<file path="config.mk">
export PLATFORM = sky130hd
export DESIGN_NAME = kasd_decoder
export DESIGN_NICKNAME = d
export VERILOG_FILES = /design/src/logic/kasd_pkg.sv /design/src/logic/kasd_dec_if.sv /design/src/logic/kasd_decoder.sv /design/src/logic/kasd_phys_check.sv /design/src/logic/kasd_seg_decode.sv
export SDC_FILE = /design/constraint.sdc
export NUM_CORES = 1
export LEC_CHECK = 0
export BUFFER_PORTS_ARGS = -buffer_cell sky130_fd_sc_hd__buf_4
export CAP_MARGIN = 20
export CORE_MARGIN = 8
export CORE_UTILIZATION = 51
export CTS_CLUSTER_DIAMETER = 150
export DETAILED_ROUTE_END_ITERATION = 6
export PLACE_DENSITY = 0.78
export SYNTH_ARGS = -nofsm -noshare
export SYNTH_HDL_FRONTEND = slang
export SYNTH_SLANG_ARGS = --single-unit
</file>
<file path="constraint.sdc">
create_clock -name core_clk -period 23.8 [get_ports core_clk]
set_input_delay 4.76 -clock core_clk [delete_from_list [all_inputs] [get_ports core_clk]]
set_output_delay 4.76 -clock core_clk [all_outputs]
set_load 0.02 [all_outputs]
</file>
<file path="src/logic/kasd_pkg.sv">
// Behaviour
// - Low 32-bit mode, top bits 110: supervisor window, mapped, space-id tagged.
// - Low 32-bit mode, top bits 111: kernel window, mapped, space-id tagged.
// - Wide mode, 63:62=00, user-wide and no error level: user region mapped; any of bits 61:44 set faults.
// - Otherwise only the low 2 GB is allowed; anything above faults.
// - With error level set, that low 2 GB is unmapped and uncached.
// - Wide mode, 63:62=01: supervisor region mapped if supervisor-wide and bits 61:44 all clear, else faults.
// - Wide mode, 63:62=10: no translation, physical address is bits 39:0.
// - Physical window takes its cache code from bits 61:59.
// - Uncached codes 2 or 7 fault when any of bits 56:40 is set.
// - For those codes bits 58:57 pass on as uncached attribute, never faulting.
// - Any other code faults when any of bits 58:40 is set.
// - Wide mode, 63:62=11 outside compatibility windows: kernel space, mapped.
// - With bits 61:31 all ones, low bits pick one of four compatibility windows.
// - First compatibility window unmapped, cache code from the low kernel policy.
// - Second compatibility window unmapped and uncached.
// - Third compatibility window mapped as supervisor space.
// - Fourth compatibility window mapped as kernel space.
// - Direct low window: physical address is virtual minus 0x8000_0000.
// - Uncached low window: physical address is virtual minus 0xa000_0000, uncached.
package kasd_pkg;
  localparam int unsigned VA_W   = 64;
  localparam int unsigned PA_W   = 40;
  localparam int unsigned SPACE_ID_TAG_W = 8;
  localparam int unsigned CCA_W  = 3;

  localparam logic [11:0] CTRL_OFS     = 12'h000;
  localparam logic [11:0] STAT_OFS     = 12'h004;
  localparam logic [11:0] ERR_VA_L_OFS = 12'h008;
  localparam logic [11:0] ERR_VA_H_OFS = 12'h00c;

  localparam int unsigned KX_BIT   = 0;
  localparam int unsigned UX_BIT   = 1;
  localparam int unsigned SX_BIT   = 2;
  localparam int unsigned ERL_BIT  = 3;
  localparam int unsigned K0_LSB   = 4;
  localparam int unsigned SPACE_ID_TAG_LSB = 8;
  localparam logic [31:0] CTRL_RESET = 32'h0000_0020;
  localparam logic [31:0] CTRL_MASK  = 32'h0000_ff7f;

  localparam int unsigned STAT_ERR_BIT    = 0;
  localparam int unsigned STAT_MAPPED_BIT = 1;
  localparam int unsigned STAT_SEG_LSB    = 16;

  localparam logic [CCA_W-1:0] CCA_NONE     = 3'h0;
  localparam logic [CCA_W-1:0] CCA_UNCACHED = 3'h2;
  localparam logic [CCA_W-1:0] CCA_UC_ACCEL = 3'h7;
  localparam logic [31:0] LOW_DIRECT_BASE   = 32'h8000_0000;
  localparam logic [31:0] LOW_UNCACHED_BASE = 32'ha000_0000;

  typedef enum logic [9:0] {
    SEG_USER32       = 10'h001,
    SEG_SUPV32       = 10'h002,
    SEG_LOW_DIRECT   = 10'h004,
    SEG_LOW_UNCACHED = 10'h008,
    SEG_TOP_MAPPED   = 10'h010,
    SEG_XUSER        = 10'h020,
    SEG_XSUPV        = 10'h040,
    SEG_XPHYS        = 10'h080,
    SEG_XKERNEL      = 10'h100,
    SEG_NONE         = 10'h200
  } kasd_seg_t;

  function automatic kasd_seg_t kasd_seg32(input logic [2:0] top3);
    case (top3)
      3'h4:    kasd_seg32 = SEG_LOW_DIRECT;
      3'h5:    kasd_seg32 = SEG_LOW_UNCACHED;
      3'h6:    kasd_seg32 = SEG_SUPV32;
      3'h7:    kasd_seg32 = SEG_TOP_MAPPED;
      default: kasd_seg32 = SEG_USER32;
    endcase
  endfunction
endpackage

</file>
<file path="src/logic/kasd_dec_if.sv">
interface kasd_dec_if;
  import kasd_pkg::*;
  logic [VA_W-1:0] va;
  logic            kx;
  kasd_seg_t       seg;
  logic            phys_err;
  logic [1:0]      uc_attr;
  modport dec (input va, input kx, output seg);
  modport chk (input va, output phys_err, output uc_attr);
  modport top (output va, output kx, input seg, input phys_err, input uc_attr);
endinterface

</file>
<file path="src/logic/kasd_decoder.sv">
// Implementation choices: register access over APB and the register offsets.
module kasd_decoder #(
  parameter int unsigned ADDR_W = 12
) (
  input  wire logic                      core_clk,
  input  wire logic                      rst,
  input  wire logic                      psel,
  input  wire logic                      penable,
  input  wire logic                      pwrite,
  input  wire logic [ADDR_W-1:0]         paddr,
  input  wire logic [31:0]               pwdata,
  output logic      [31:0]               prdata,
  output logic                           pready,
  output logic                           pslverr,
  input  wire logic                      req_valid,
  input  wire logic [kasd_pkg::VA_W-1:0] req_vaddr,
  output logic                           res_valid,
  output logic                           res_mapped,
  output logic [kasd_pkg::PA_W-1:0]      res_paddr,
  output logic [kasd_pkg::CCA_W-1:0]     res_cca,
  output logic [1:0]                     res_uc_attr,
  output logic [kasd_pkg::SPACE_ID_TAG_W-1:0]    res_space_id,
  output logic                           res_addr_err,
  output kasd_pkg::kasd_seg_t            res_segment
);
  import kasd_pkg::*;

  kasd_dec_if dec_bus ();

  kasd_seg_decode u_seg (
    .bus (dec_bus.dec)
  );

  kasd_phys_check u_phys (
    .bus (dec_bus.chk)
  );

  logic [31:0]      ctrl_reg;
  logic             err_seen_reg;
  logic [VA_W-1:0]  err_va_reg;
  logic [31:0]      prdata_reg;
  logic             pready_reg;
  logic             pslverr_reg;
  logic             res_valid_reg;
  logic             res_mapped_reg;
  logic [PA_W-1:0]  res_paddr_reg;
  logic [CCA_W-1:0] res_cca_reg;
  logic [1:0]       res_uc_attr_reg;
  logic [SPACE_ID_TAG_W-1:0] res_space_id_reg;
  logic             res_addr_err_reg;
  kasd_seg_t        res_segment_reg;

  // Mode bits held in the control register
  wire              kx;
  wire              ux;
  wire              sx;
  wire              error_level_flag;
  wire [CCA_W-1:0]  k0;
  wire [SPACE_ID_TAG_W-1:0] space_id_tag;

  assign kx           = ctrl_reg[KX_BIT];
  assign ux           = ctrl_reg[UX_BIT];
  assign sx           = ctrl_reg[SX_BIT];
  assign error_level_flag          = ctrl_reg[ERL_BIT];
  assign k0           = ctrl_reg[K0_LSB +: CCA_W];
  assign space_id_tag = ctrl_reg[SPACE_ID_TAG_LSB +: SPACE_ID_TAG_W];

  assign dec_bus.va = req_vaddr;
  assign dec_bus.kx = kx;

  // Result selection for the decoded segment
  wire kasd_seg_t  seg;
  wire             in_xuser;
  wire             in_low32;
  wire             low_uc;
  wire             erl_low;
  wire             xuser_full;
  wire             xuser_err;
  wire             xsupv_err;
  wire             xker_err;
  wire             seg_err;
  wire             unmapped;
  wire [31:0]      low_base;
  wire [31:0]      low_pa;
  wire [PA_W-1:0]  pa_next;
  wire [CCA_W-1:0] cca_next;
  wire [1:0]       uc_next;

  assign seg        = dec_bus.seg;
  assign in_xuser   = (seg == SEG_XUSER);
  assign low_uc     = (seg == SEG_LOW_UNCACHED);
  assign in_low32   = (seg == SEG_LOW_DIRECT) || low_uc;
  assign xuser_full = ux && !error_level_flag;
  // Narrow user access must stay below the 2 GB line
  assign xuser_err  = xuser_full ? (|req_vaddr[61:44]) : (|req_vaddr[61:31]);
  assign erl_low    = error_level_flag && (in_xuser || seg == SEG_USER32);
  assign xsupv_err  = !sx || (|req_vaddr[61:44]);
  assign xker_err   = |req_vaddr[61:44];
  assign seg_err    = (in_xuser && xuser_err)
                   || (seg == SEG_XSUPV && xsupv_err)
                   || (seg == SEG_XPHYS && dec_bus.phys_err)
                   || (seg == SEG_XKERNEL && xker_err);
  assign unmapped   = in_low32 || (seg == SEG_XPHYS) || erl_low;
  assign low_base   = low_uc ? LOW_UNCACHED_BASE : LOW_DIRECT_BASE;
  assign low_pa     = req_vaddr[31:0] - low_base;
  assign pa_next    = (seg == SEG_XPHYS) ? req_vaddr[PA_W-1:0] :
                      erl_low  ? {9'h000, req_vaddr[30:0]} :
                      in_low32 ? {8'h00, low_pa} :
                      {PA_W{1'b0}};
  assign cca_next   = (seg == SEG_XPHYS) ? req_vaddr[61:59] :
                      (seg == SEG_LOW_DIRECT) ? k0 :
                      (low_uc || erl_low) ? CCA_UNCACHED :
                      CCA_NONE;
  assign uc_next    = (seg == SEG_XPHYS) ? dec_bus.uc_attr : 2'h0;

  // Registered result, one per request
  always_ff @(posedge core_clk or posedge rst) begin
    if (rst) begin
      res_valid_reg    <= 1'b0;
      res_mapped_reg   <= 1'b0;
      res_paddr_reg    <= {PA_W{1'b0}};
      res_cca_reg      <= CCA_NONE;
      res_uc_attr_reg  <= 2'h0;
      res_space_id_reg <= {SPACE_ID_TAG_W{1'b0}};
      res_addr_err_reg <= 1'b0;
      res_segment_reg  <= SEG_NONE;
    end else begin
      res_valid_reg    <= req_valid;
      res_mapped_reg   <= req_valid && !unmapped;
      res_paddr_reg    <= pa_next;
      res_cca_reg      <= cca_next;
      res_uc_attr_reg  <= uc_next;
      res_space_id_reg <= space_id_tag;
      res_addr_err_reg <= req_valid && seg_err;
      res_segment_reg  <= req_valid ? seg : SEG_NONE;
    end
  end

  assign res_valid    = res_valid_reg;
  assign res_mapped   = res_mapped_reg;
  assign res_paddr    = res_paddr_reg;
  assign res_cca      = res_cca_reg;
  assign res_uc_attr  = res_uc_attr_reg;
  assign res_space_id = res_space_id_reg;
  assign res_addr_err = res_addr_err_reg;
  assign res_segment  = res_segment_reg;

  // APB slave: answer in the first access cycle
  wire        apb_setup;
  wire        apb_done;
  wire        apb_wr;
  wire [11:0] reg_ofs;
  wire        sel_ctrl;
  wire        sel_stat;
  wire        sel_va_l;
  wire        sel_va_h;
  wire        sel_any;
  wire        err_clr;
  wire        err_set;
  wire [31:0] stat_word;
  wire [31:0] rdata_next;

  assign apb_setup = psel && !penable;
  assign apb_done  = psel && penable && pready_reg;
  assign apb_wr    = apb_done && pwrite && !pslverr_reg;
  assign reg_ofs   = 12'(paddr);
  assign sel_ctrl  = (reg_ofs == CTRL_OFS);
  assign sel_stat  = (reg_ofs == STAT_OFS);
  assign sel_va_l  = (reg_ofs == ERR_VA_L_OFS);
  assign sel_va_h  = (reg_ofs == ERR_VA_H_OFS);
  assign sel_any   = sel_ctrl || sel_stat || sel_va_l || sel_va_h;
  assign err_clr   = apb_wr && sel_stat && pwdata[STAT_ERR_BIT];
  assign err_set   = res_valid_reg && res_addr_err_reg;
  assign stat_word = {6'h00, res_segment_reg, 14'h0000, res_mapped_reg, err_seen_reg};
  assign rdata_next = sel_ctrl ? ctrl_reg :
                      sel_stat ? stat_word :
                      sel_va_l ? err_va_reg[31:0] :
                      sel_va_h ? err_va_reg[63:32] :
                      32'h0000_0000;

  always_ff @(posedge core_clk or posedge rst) begin
    if (rst) begin
      pready_reg  <= 1'b0;
      pslverr_reg <= 1'b0;
      prdata_reg  <= 32'h0000_0000;
    end else begin
      pready_reg  <= apb_setup;
      pslverr_reg <= apb_setup && !sel_any;
      prdata_reg  <= (apb_setup && !pwrite) ? rdata_next : 32'h0000_0000;
    end
  end

  always_ff @(posedge core_clk or posedge rst) begin
    if (rst) begin
      ctrl_reg <= CTRL_RESET;
    end else if (apb_wr && sel_ctrl) begin
      ctrl_reg <= pwdata & CTRL_MASK;
    end
  end

  // Sticky fault flag: a new fault wins over a clear in the same cycle
  always_ff @(posedge core_clk or posedge rst) begin
    if (rst) begin
      err_seen_reg <= 1'b0;
    end else begin
      err_seen_reg <= err_set || (err_seen_reg && !err_clr);
    end
  end

  // Address of the most recent faulting request
  logic [VA_W-1:0] last_va_reg;

  always_ff @(posedge core_clk or posedge rst) begin
    if (rst) begin
      last_va_reg <= {VA_W{1'b0}};
      err_va_reg  <= {VA_W{1'b0}};
    end else begin
      last_va_reg <= req_vaddr;
      if (err_set) begin
        err_va_reg <= last_va_reg;
      end
    end
  end

  assign prdata  = prdata_reg;
  assign pready  = pready_reg;
  assign pslverr = pslverr_reg;

  // Checks on the registered result
  AST_KX0_SUPV: assert property (@(posedge core_clk) disable iff (rst)
    req_valid && !kx && req_vaddr[31:29] == 3'h6
    |=> res_mapped && !res_addr_err && res_space_id == $past(space_id_tag))
    else $error("32-bit supervisor window not mapped");

  AST_KX0_KMAP: assert property (@(posedge core_clk) disable iff (rst)
    req_valid && !kx && req_vaddr[31:29] == 3'h7
    |=> res_mapped && !res_addr_err && res_segment == SEG_TOP_MAPPED)
    else $error("32-bit kernel top window not mapped");

  AST_XUSER_WIDE: assert property (@(posedge core_clk) disable iff (rst)
    req_valid && kx && ux && !error_level_flag && req_vaddr[63:44] == 20'h00000
    |=> res_mapped && !res_addr_err)
    else $error("Wide user region access refused");

  AST_XUSER_LIMIT: assert property (@(posedge core_clk) disable iff (rst)
    req_valid && kx && (!ux || error_level_flag) && req_vaddr[63:62] == 2'h0 && (|req_vaddr[61:31])
    |=> res_addr_err)
    else $error("Narrow user access above 2 GB not faulted");

  AST_ERL_UNMAP: assert property (@(posedge core_clk) disable iff (rst)
    req_valid && kx && error_level_flag && req_vaddr[63:31] == 33'h000000000
    |=> !res_mapped && !res_addr_err && res_cca == CCA_UNCACHED
        && res_paddr == {9'h000, $past(req_vaddr[30:0])})
    else $error("Error-level low region not unmapped uncached");

  AST_XSUPV_GATE: assert property (@(posedge core_clk) disable iff (rst)
    req_valid && kx && req_vaddr[63:62] == 2'h1
    |=> res_addr_err == ($past(!sx) || $past(|req_vaddr[61:44])))
    else $error("Wide supervisor gate wrong");

  AST_PHYS_DIRECT: assert property (@(posedge core_clk) disable iff (rst)
    req_valid && kx && req_vaddr[63:62] == 2'h2
    |=> !res_mapped && res_paddr == $past(req_vaddr[39:0]) && res_cca == $past(req_vaddr[61:59]))
    else $error("Physical window address or cache code wrong");

  AST_PHYS_UC: assert property (@(posedge core_clk) disable iff (rst)
    req_valid && kx && req_vaddr[63:62] == 2'h2 && req_vaddr[61:59] == CCA_UC_ACCEL
    |=> res_addr_err == $past(|req_vaddr[56:40]) && res_uc_attr == $past(req_vaddr[58:57]))
    else $error("Uncached physical check wrong");

  AST_PHYS_CACHED: assert property (@(posedge core_clk) disable iff (rst)
    req_valid && kx && req_vaddr[63:62] == 2'h2 && req_vaddr[61:59] == 3'h3
    |=> res_addr_err == $past(|req_vaddr[58:40]) && res_uc_attr == 2'h0)
    else $error("Cached physical check wrong");

  AST_COMPAT_ZERO: assert property (@(posedge core_clk) disable iff (rst)
    req_valid && kx && req_vaddr[63:29] == 35'h7fffffffc
    |=> !res_mapped && res_cca == $past(k0) && res_paddr == {11'h000, $past(req_vaddr[28:0])})
    else $error("First compatibility window wrong");

  AST_LOW_UNCACHED: assert property (@(posedge core_clk) disable iff (rst)
    req_valid && !kx && req_vaddr[31:29] == 3'h5
    |=> !res_mapped && res_cca == CCA_UNCACHED && res_paddr == {11'h000, $past(req_vaddr[28:0])})
    else $error("Uncached low window wrong");

  AST_ONE_RESULT: assert property (@(posedge core_clk) disable iff (rst)
    res_valid == $past(req_valid))
    else $error("Result not one per request");
endmodule

</file>
<file path="src/logic/kasd_phys_check.sv">
module kasd_phys_check (
  kasd_dec_if.chk bus
);
  import kasd_pkg::*;
  wire [CCA_W-1:0] cca;
  wire             uncached;

  assign cca = bus.va[61:59];
  assign uncached = (cca == CCA_UNCACHED) || (cca == CCA_UC_ACCEL);
  assign bus.phys_err = uncached ? (|bus.va[56:40]) : (|bus.va[58:40]);
  assign bus.uc_attr = uncached ? bus.va[58:57] : 2'h0;
endmodule

</file>
<file path="src/logic/kasd_seg_decode.sv">
module kasd_seg_decode (
  kasd_dec_if.dec bus
);
  import kasd_pkg::*;
  wire             compat;
  wire kasd_seg_t  seg_wide;

  // Top quarter with bits 61:31 all ones holds the compatibility windows
  assign compat = &bus.va[61:31];
  assign seg_wide = (bus.va[63:62] == 2'h0) ? SEG_XUSER :
                    (bus.va[63:62] == 2'h1) ? SEG_XSUPV :
                    (bus.va[63:62] == 2'h2) ? SEG_XPHYS :
                    compat ? kasd_seg32(bus.va[31:29]) :
                    SEG_XKERNEL;
  assign bus.seg = bus.kx ? seg_wide : kasd_seg32(bus.va[31:29]);
endmodule

</file>
==> out/results.md <==
* completed — result of the run
* 5 — number of iterations in the first detailed-routing pass
* 0.1008% — share of the synthesized netlist area taken by xor and xnor gates
* 5.628% — share of the synthesized area in compound gates (AO/OA/AOI/OAI)
* 6485 ps — Final min period
* 0 — Yosys Warn Count
* 1040 — number of cells in the finished layout apart from fillers
* register to register — Hold WC Path Type
* 919 — net count of the finished layout
* 0 — hold depth
* 166 — largest net degree at the start of global routing
* 146.6 um — Die X
* 30 — highest fanout seen on the critical path
* 0 — GRT overflow
* 4.728% — global-route met3 utilization
* 0 — initial antenna violation count
* input pin — Worst Setup Start Kind
* 0 — hold-fix buffers at CTS
* 100.0% — post-synthesis async set-or-reset flop share
* register — sort of element at the end of the critical path
* 24 — total clock buffers created by CTS
* 20.22% — total global routing track utilization
* 10.78 ps — worst clock skew
* 244 — Yosys reg bits
* 27.25% — final worst path period share
* 47 — site row count
* 146.6 um — Die Y
* 21140 ps — minimum setup slack among reg-to-reg paths
* 0 — count of endpoints failing setup in the final report
* dfrtp_1 — most used flip-flop cell after synthesis
* 0 — postcts setup bufs
* 36.91% — Max transition margin
* 1180 — # fillers
* 14.39 um^2 — mean area per synthesized cell
* 34.54% — Global Route met2 Usage
* 412.4 ps — worst hold slack
* res_space_id[7] — worst-case hold path end point
* 6200 — vias in the first global route
* ctrl_reg[0] — reg-to-reg startpoint
* 60 ps — Clk pin slew, worst setup/hold paths
* 0 — EDFF count, synth
* 8692 um^2 — Post-Synthesis Cell Area
* 21760 um — final wirelength
* 0 — number of maximum-capacitance constraint violations
* 41.71% — share of final-layout standard cells stronger than drive strength 1
* 996 — instance count after placement with tap cells included
* 0.8552 mW — Total Power Consumption
* met2 — gr busiest metal
* 20.92 um — post-DR wirelength/cell
* 70.27% — sequential area share after synthesis
* 6108 um^2 — sequential cell area
* 5 — number of cells on the worst reg-to-reg path
* 76.47 nW/um^2 — total power density per cell area
* 214 — boundary pin count
* 0 ps — sum of negative setup slack
* 25.23% — met1 Usage GRT
* nor2_1 — cell with the largest stage delay on the worst path
* 52.23% — starting utilization of the core area
* 0 — number of DRC violations after detailed routing
* 46 — number of distinct library cells after synthesis
* 372 — count of routing violations after the opening detailed-route iteration
* 5674 — via count
* 5.585 nW — leak pwr
* 244 — clock net sink count
* 0.8399 — final weighted congestion in routability-driven placement
* clkbuf_16 — root cell of the clock tree
* 720 — Syn Nets
* 10350 um^2 — dpl cell area
* 760 ps — delay contributed by the slowest stage of the critical path
* 604 — number of standard cells after synthesis
* 5.456 — average vias per placed instance
* 1 — maximum level of the CTS H-tree
* 10.11% — multiplexer share of the synthesized area
* 0 — number of gates resized after cts
* input pin to register — Crit Path Category
* buf_4 -> nand2b_1 -> nor2_1 -> a21oi_1 -> o221a_2 -> and2_1 — ordered list of cells on the worst path
* 11.66% — basic-gate share of the synthesized area counting and, or, nand and nor cells
* 16640 um^2 — standard cell core area
* 0.1542 GHz — Fmax
* 11180 um^2 — cell area after layout
* simple AND/OR/NAND/NOR gates — combinational family with the most area after synthesis
* 0.2879% — adder-cell area share of the yosys netlist
* 34530 um — wire length of the first global-routing pass
* 21480 um^2 — die footprint
* 196 — Port Buf Inserts
* 0 — Slew Viols, Final
* no — RSZ-0062 raised after global routing
* 0.04710 mV — worst supply voltage drop on vdd
* ctrl_reg[15] — Hold Path Origin
* 0 — Hold Fails Final Rpt
* yes — TritonCTS clock tree
* 3 — maximum count of clock buffers along a single path
* 15400 um — Final HPWL DP
* 0 — Diodes inserted
* 946.4 ps — transition time of the tightest slew-check pin
* 28.66% — Synth-to-Final Area Change
* 0 — antenna viol nets, final
* 2422 um^2 — footprint of the multi-input gates
* 6880 ps — Arrival @ worst endpoint
* res_mapped — reg-to-reg critical path endpoint
* 24200 ps — CP Data Required Time
* 510 ps — Skew-Pair Late Insertion Delay
-- per-stage QoR --
| step | setup slack (ps) | utilization [%] |
|---|---|---|
| floorplan | 12340 | - |
| global placement | 16960 | 62.18 |
| detailed placement | 16840 | 62.18 |
| CTS | 17340 | 67.03 |
| global route | 17190 | 67.20 |
| finish | 17310 | 67.20 |
-- cell usage after synthesis, types with 3 or more instances --
master | count | share of area, %
dfrtp_1 | 242 | 70
mux2_2 | 78 | 10
nor2_1 | 43 | 1.9
nor2b_1 | 33 | 2.4
nand2_1 | 24 | 1.0
a22oi_1 | 21 | 1.8
clkbuf_1 | 19 | 0.82
a21oi_1 | 18 | 1.0
o21ai_0 | 16 | 0.92
and2_1 | 12 | 0.86
nor4_2 | 12 | 1.7
nand4_1 | 10 | 0.72
inv_1 | 7 | 0.30
buf_2 | 6 | 0.35
nor3_1 | 5 | 0.29
nor4_1 | 5 | 0.36
nand2b_1 | 4 | 0.29
a22o_1 | 3 | 0.30
buf_6 | 3 | 0.39
nor4_4 | 3 | 0.73
o22ai_1 | 3 | 0.22
or4_1 | 3 | 0.26
-- routing by layer --
layer	part of all wire (%)	vias up
li1	-	2502
met2	51	227
met3	7.2	33
met5	0	-
met4	1.9	0
met1	40	2912
-- final cells by class --
type	instances	share of cell area [%]
Tap cell	220	2.461
Inverter	7	0.3021
Clock buffer	38	6.746
Clock inverter	5	0.4699
Sequential cell	244	54.62
Multi-Input combinational cell	324	21.66
Timing Repair Buffer	202	13.74
-- placed cells by master (no fill, tap or decap), drive strengths merged, types with 3 or more instances in the layout --
master	n
dfrtp	242
buf	202
mux2	78
nor2	43
clkbuf	38
nor2b	33
nand2	25
a22oi	21
nor4	20
a21oi	18
o21ai	18
and2	12
nand4	10
inv	7
nor3	5
nand2b	4
o22ai	3
a22o	3
or4	3
clkinv	3
nand3	3
-- logic make-up after synthesis --
group           Yosys count
xor+xnor                  1
mux                      78
simple gates            167
compound gates           76
flops                   244
buf+inv                  36
fa+ha+maj                 2
-- report_power, final --
part           leakage, nW  internal (mW)  switching, mW
Sequential            3.19          0.425        0.00328
Clock                0.398          0.227          0.149
Combinational         2.00         0.0205         0.0301
Total                 5.59          0.673          0.183
-- worst max-delay path, delay by kind of cell --
kind | cells | cell delay [ps]
and+or+nand+nor | 3 | 1290
AOI/OAI and AO/OA | 2 | 690
buffers and inverters | 1 | 140
-- worst max path at each step --
stage,startpoint,to,slack (ps),depth (start not counted)
after global routing,req_vaddr[62],res_mapped,17190,6
after CTS,req_vaddr[62],res_mapped,17340,6
final,req_vaddr[62],res_mapped,17310,6
after global placement,req_vaddr[62],res_mapped,16960,6
after floorplan,rst,ctrl_reg[0],12340,1
after detailed placement,req_vaddr[62],res_mapped,16840,6
(Power assumes the default switching activity.)
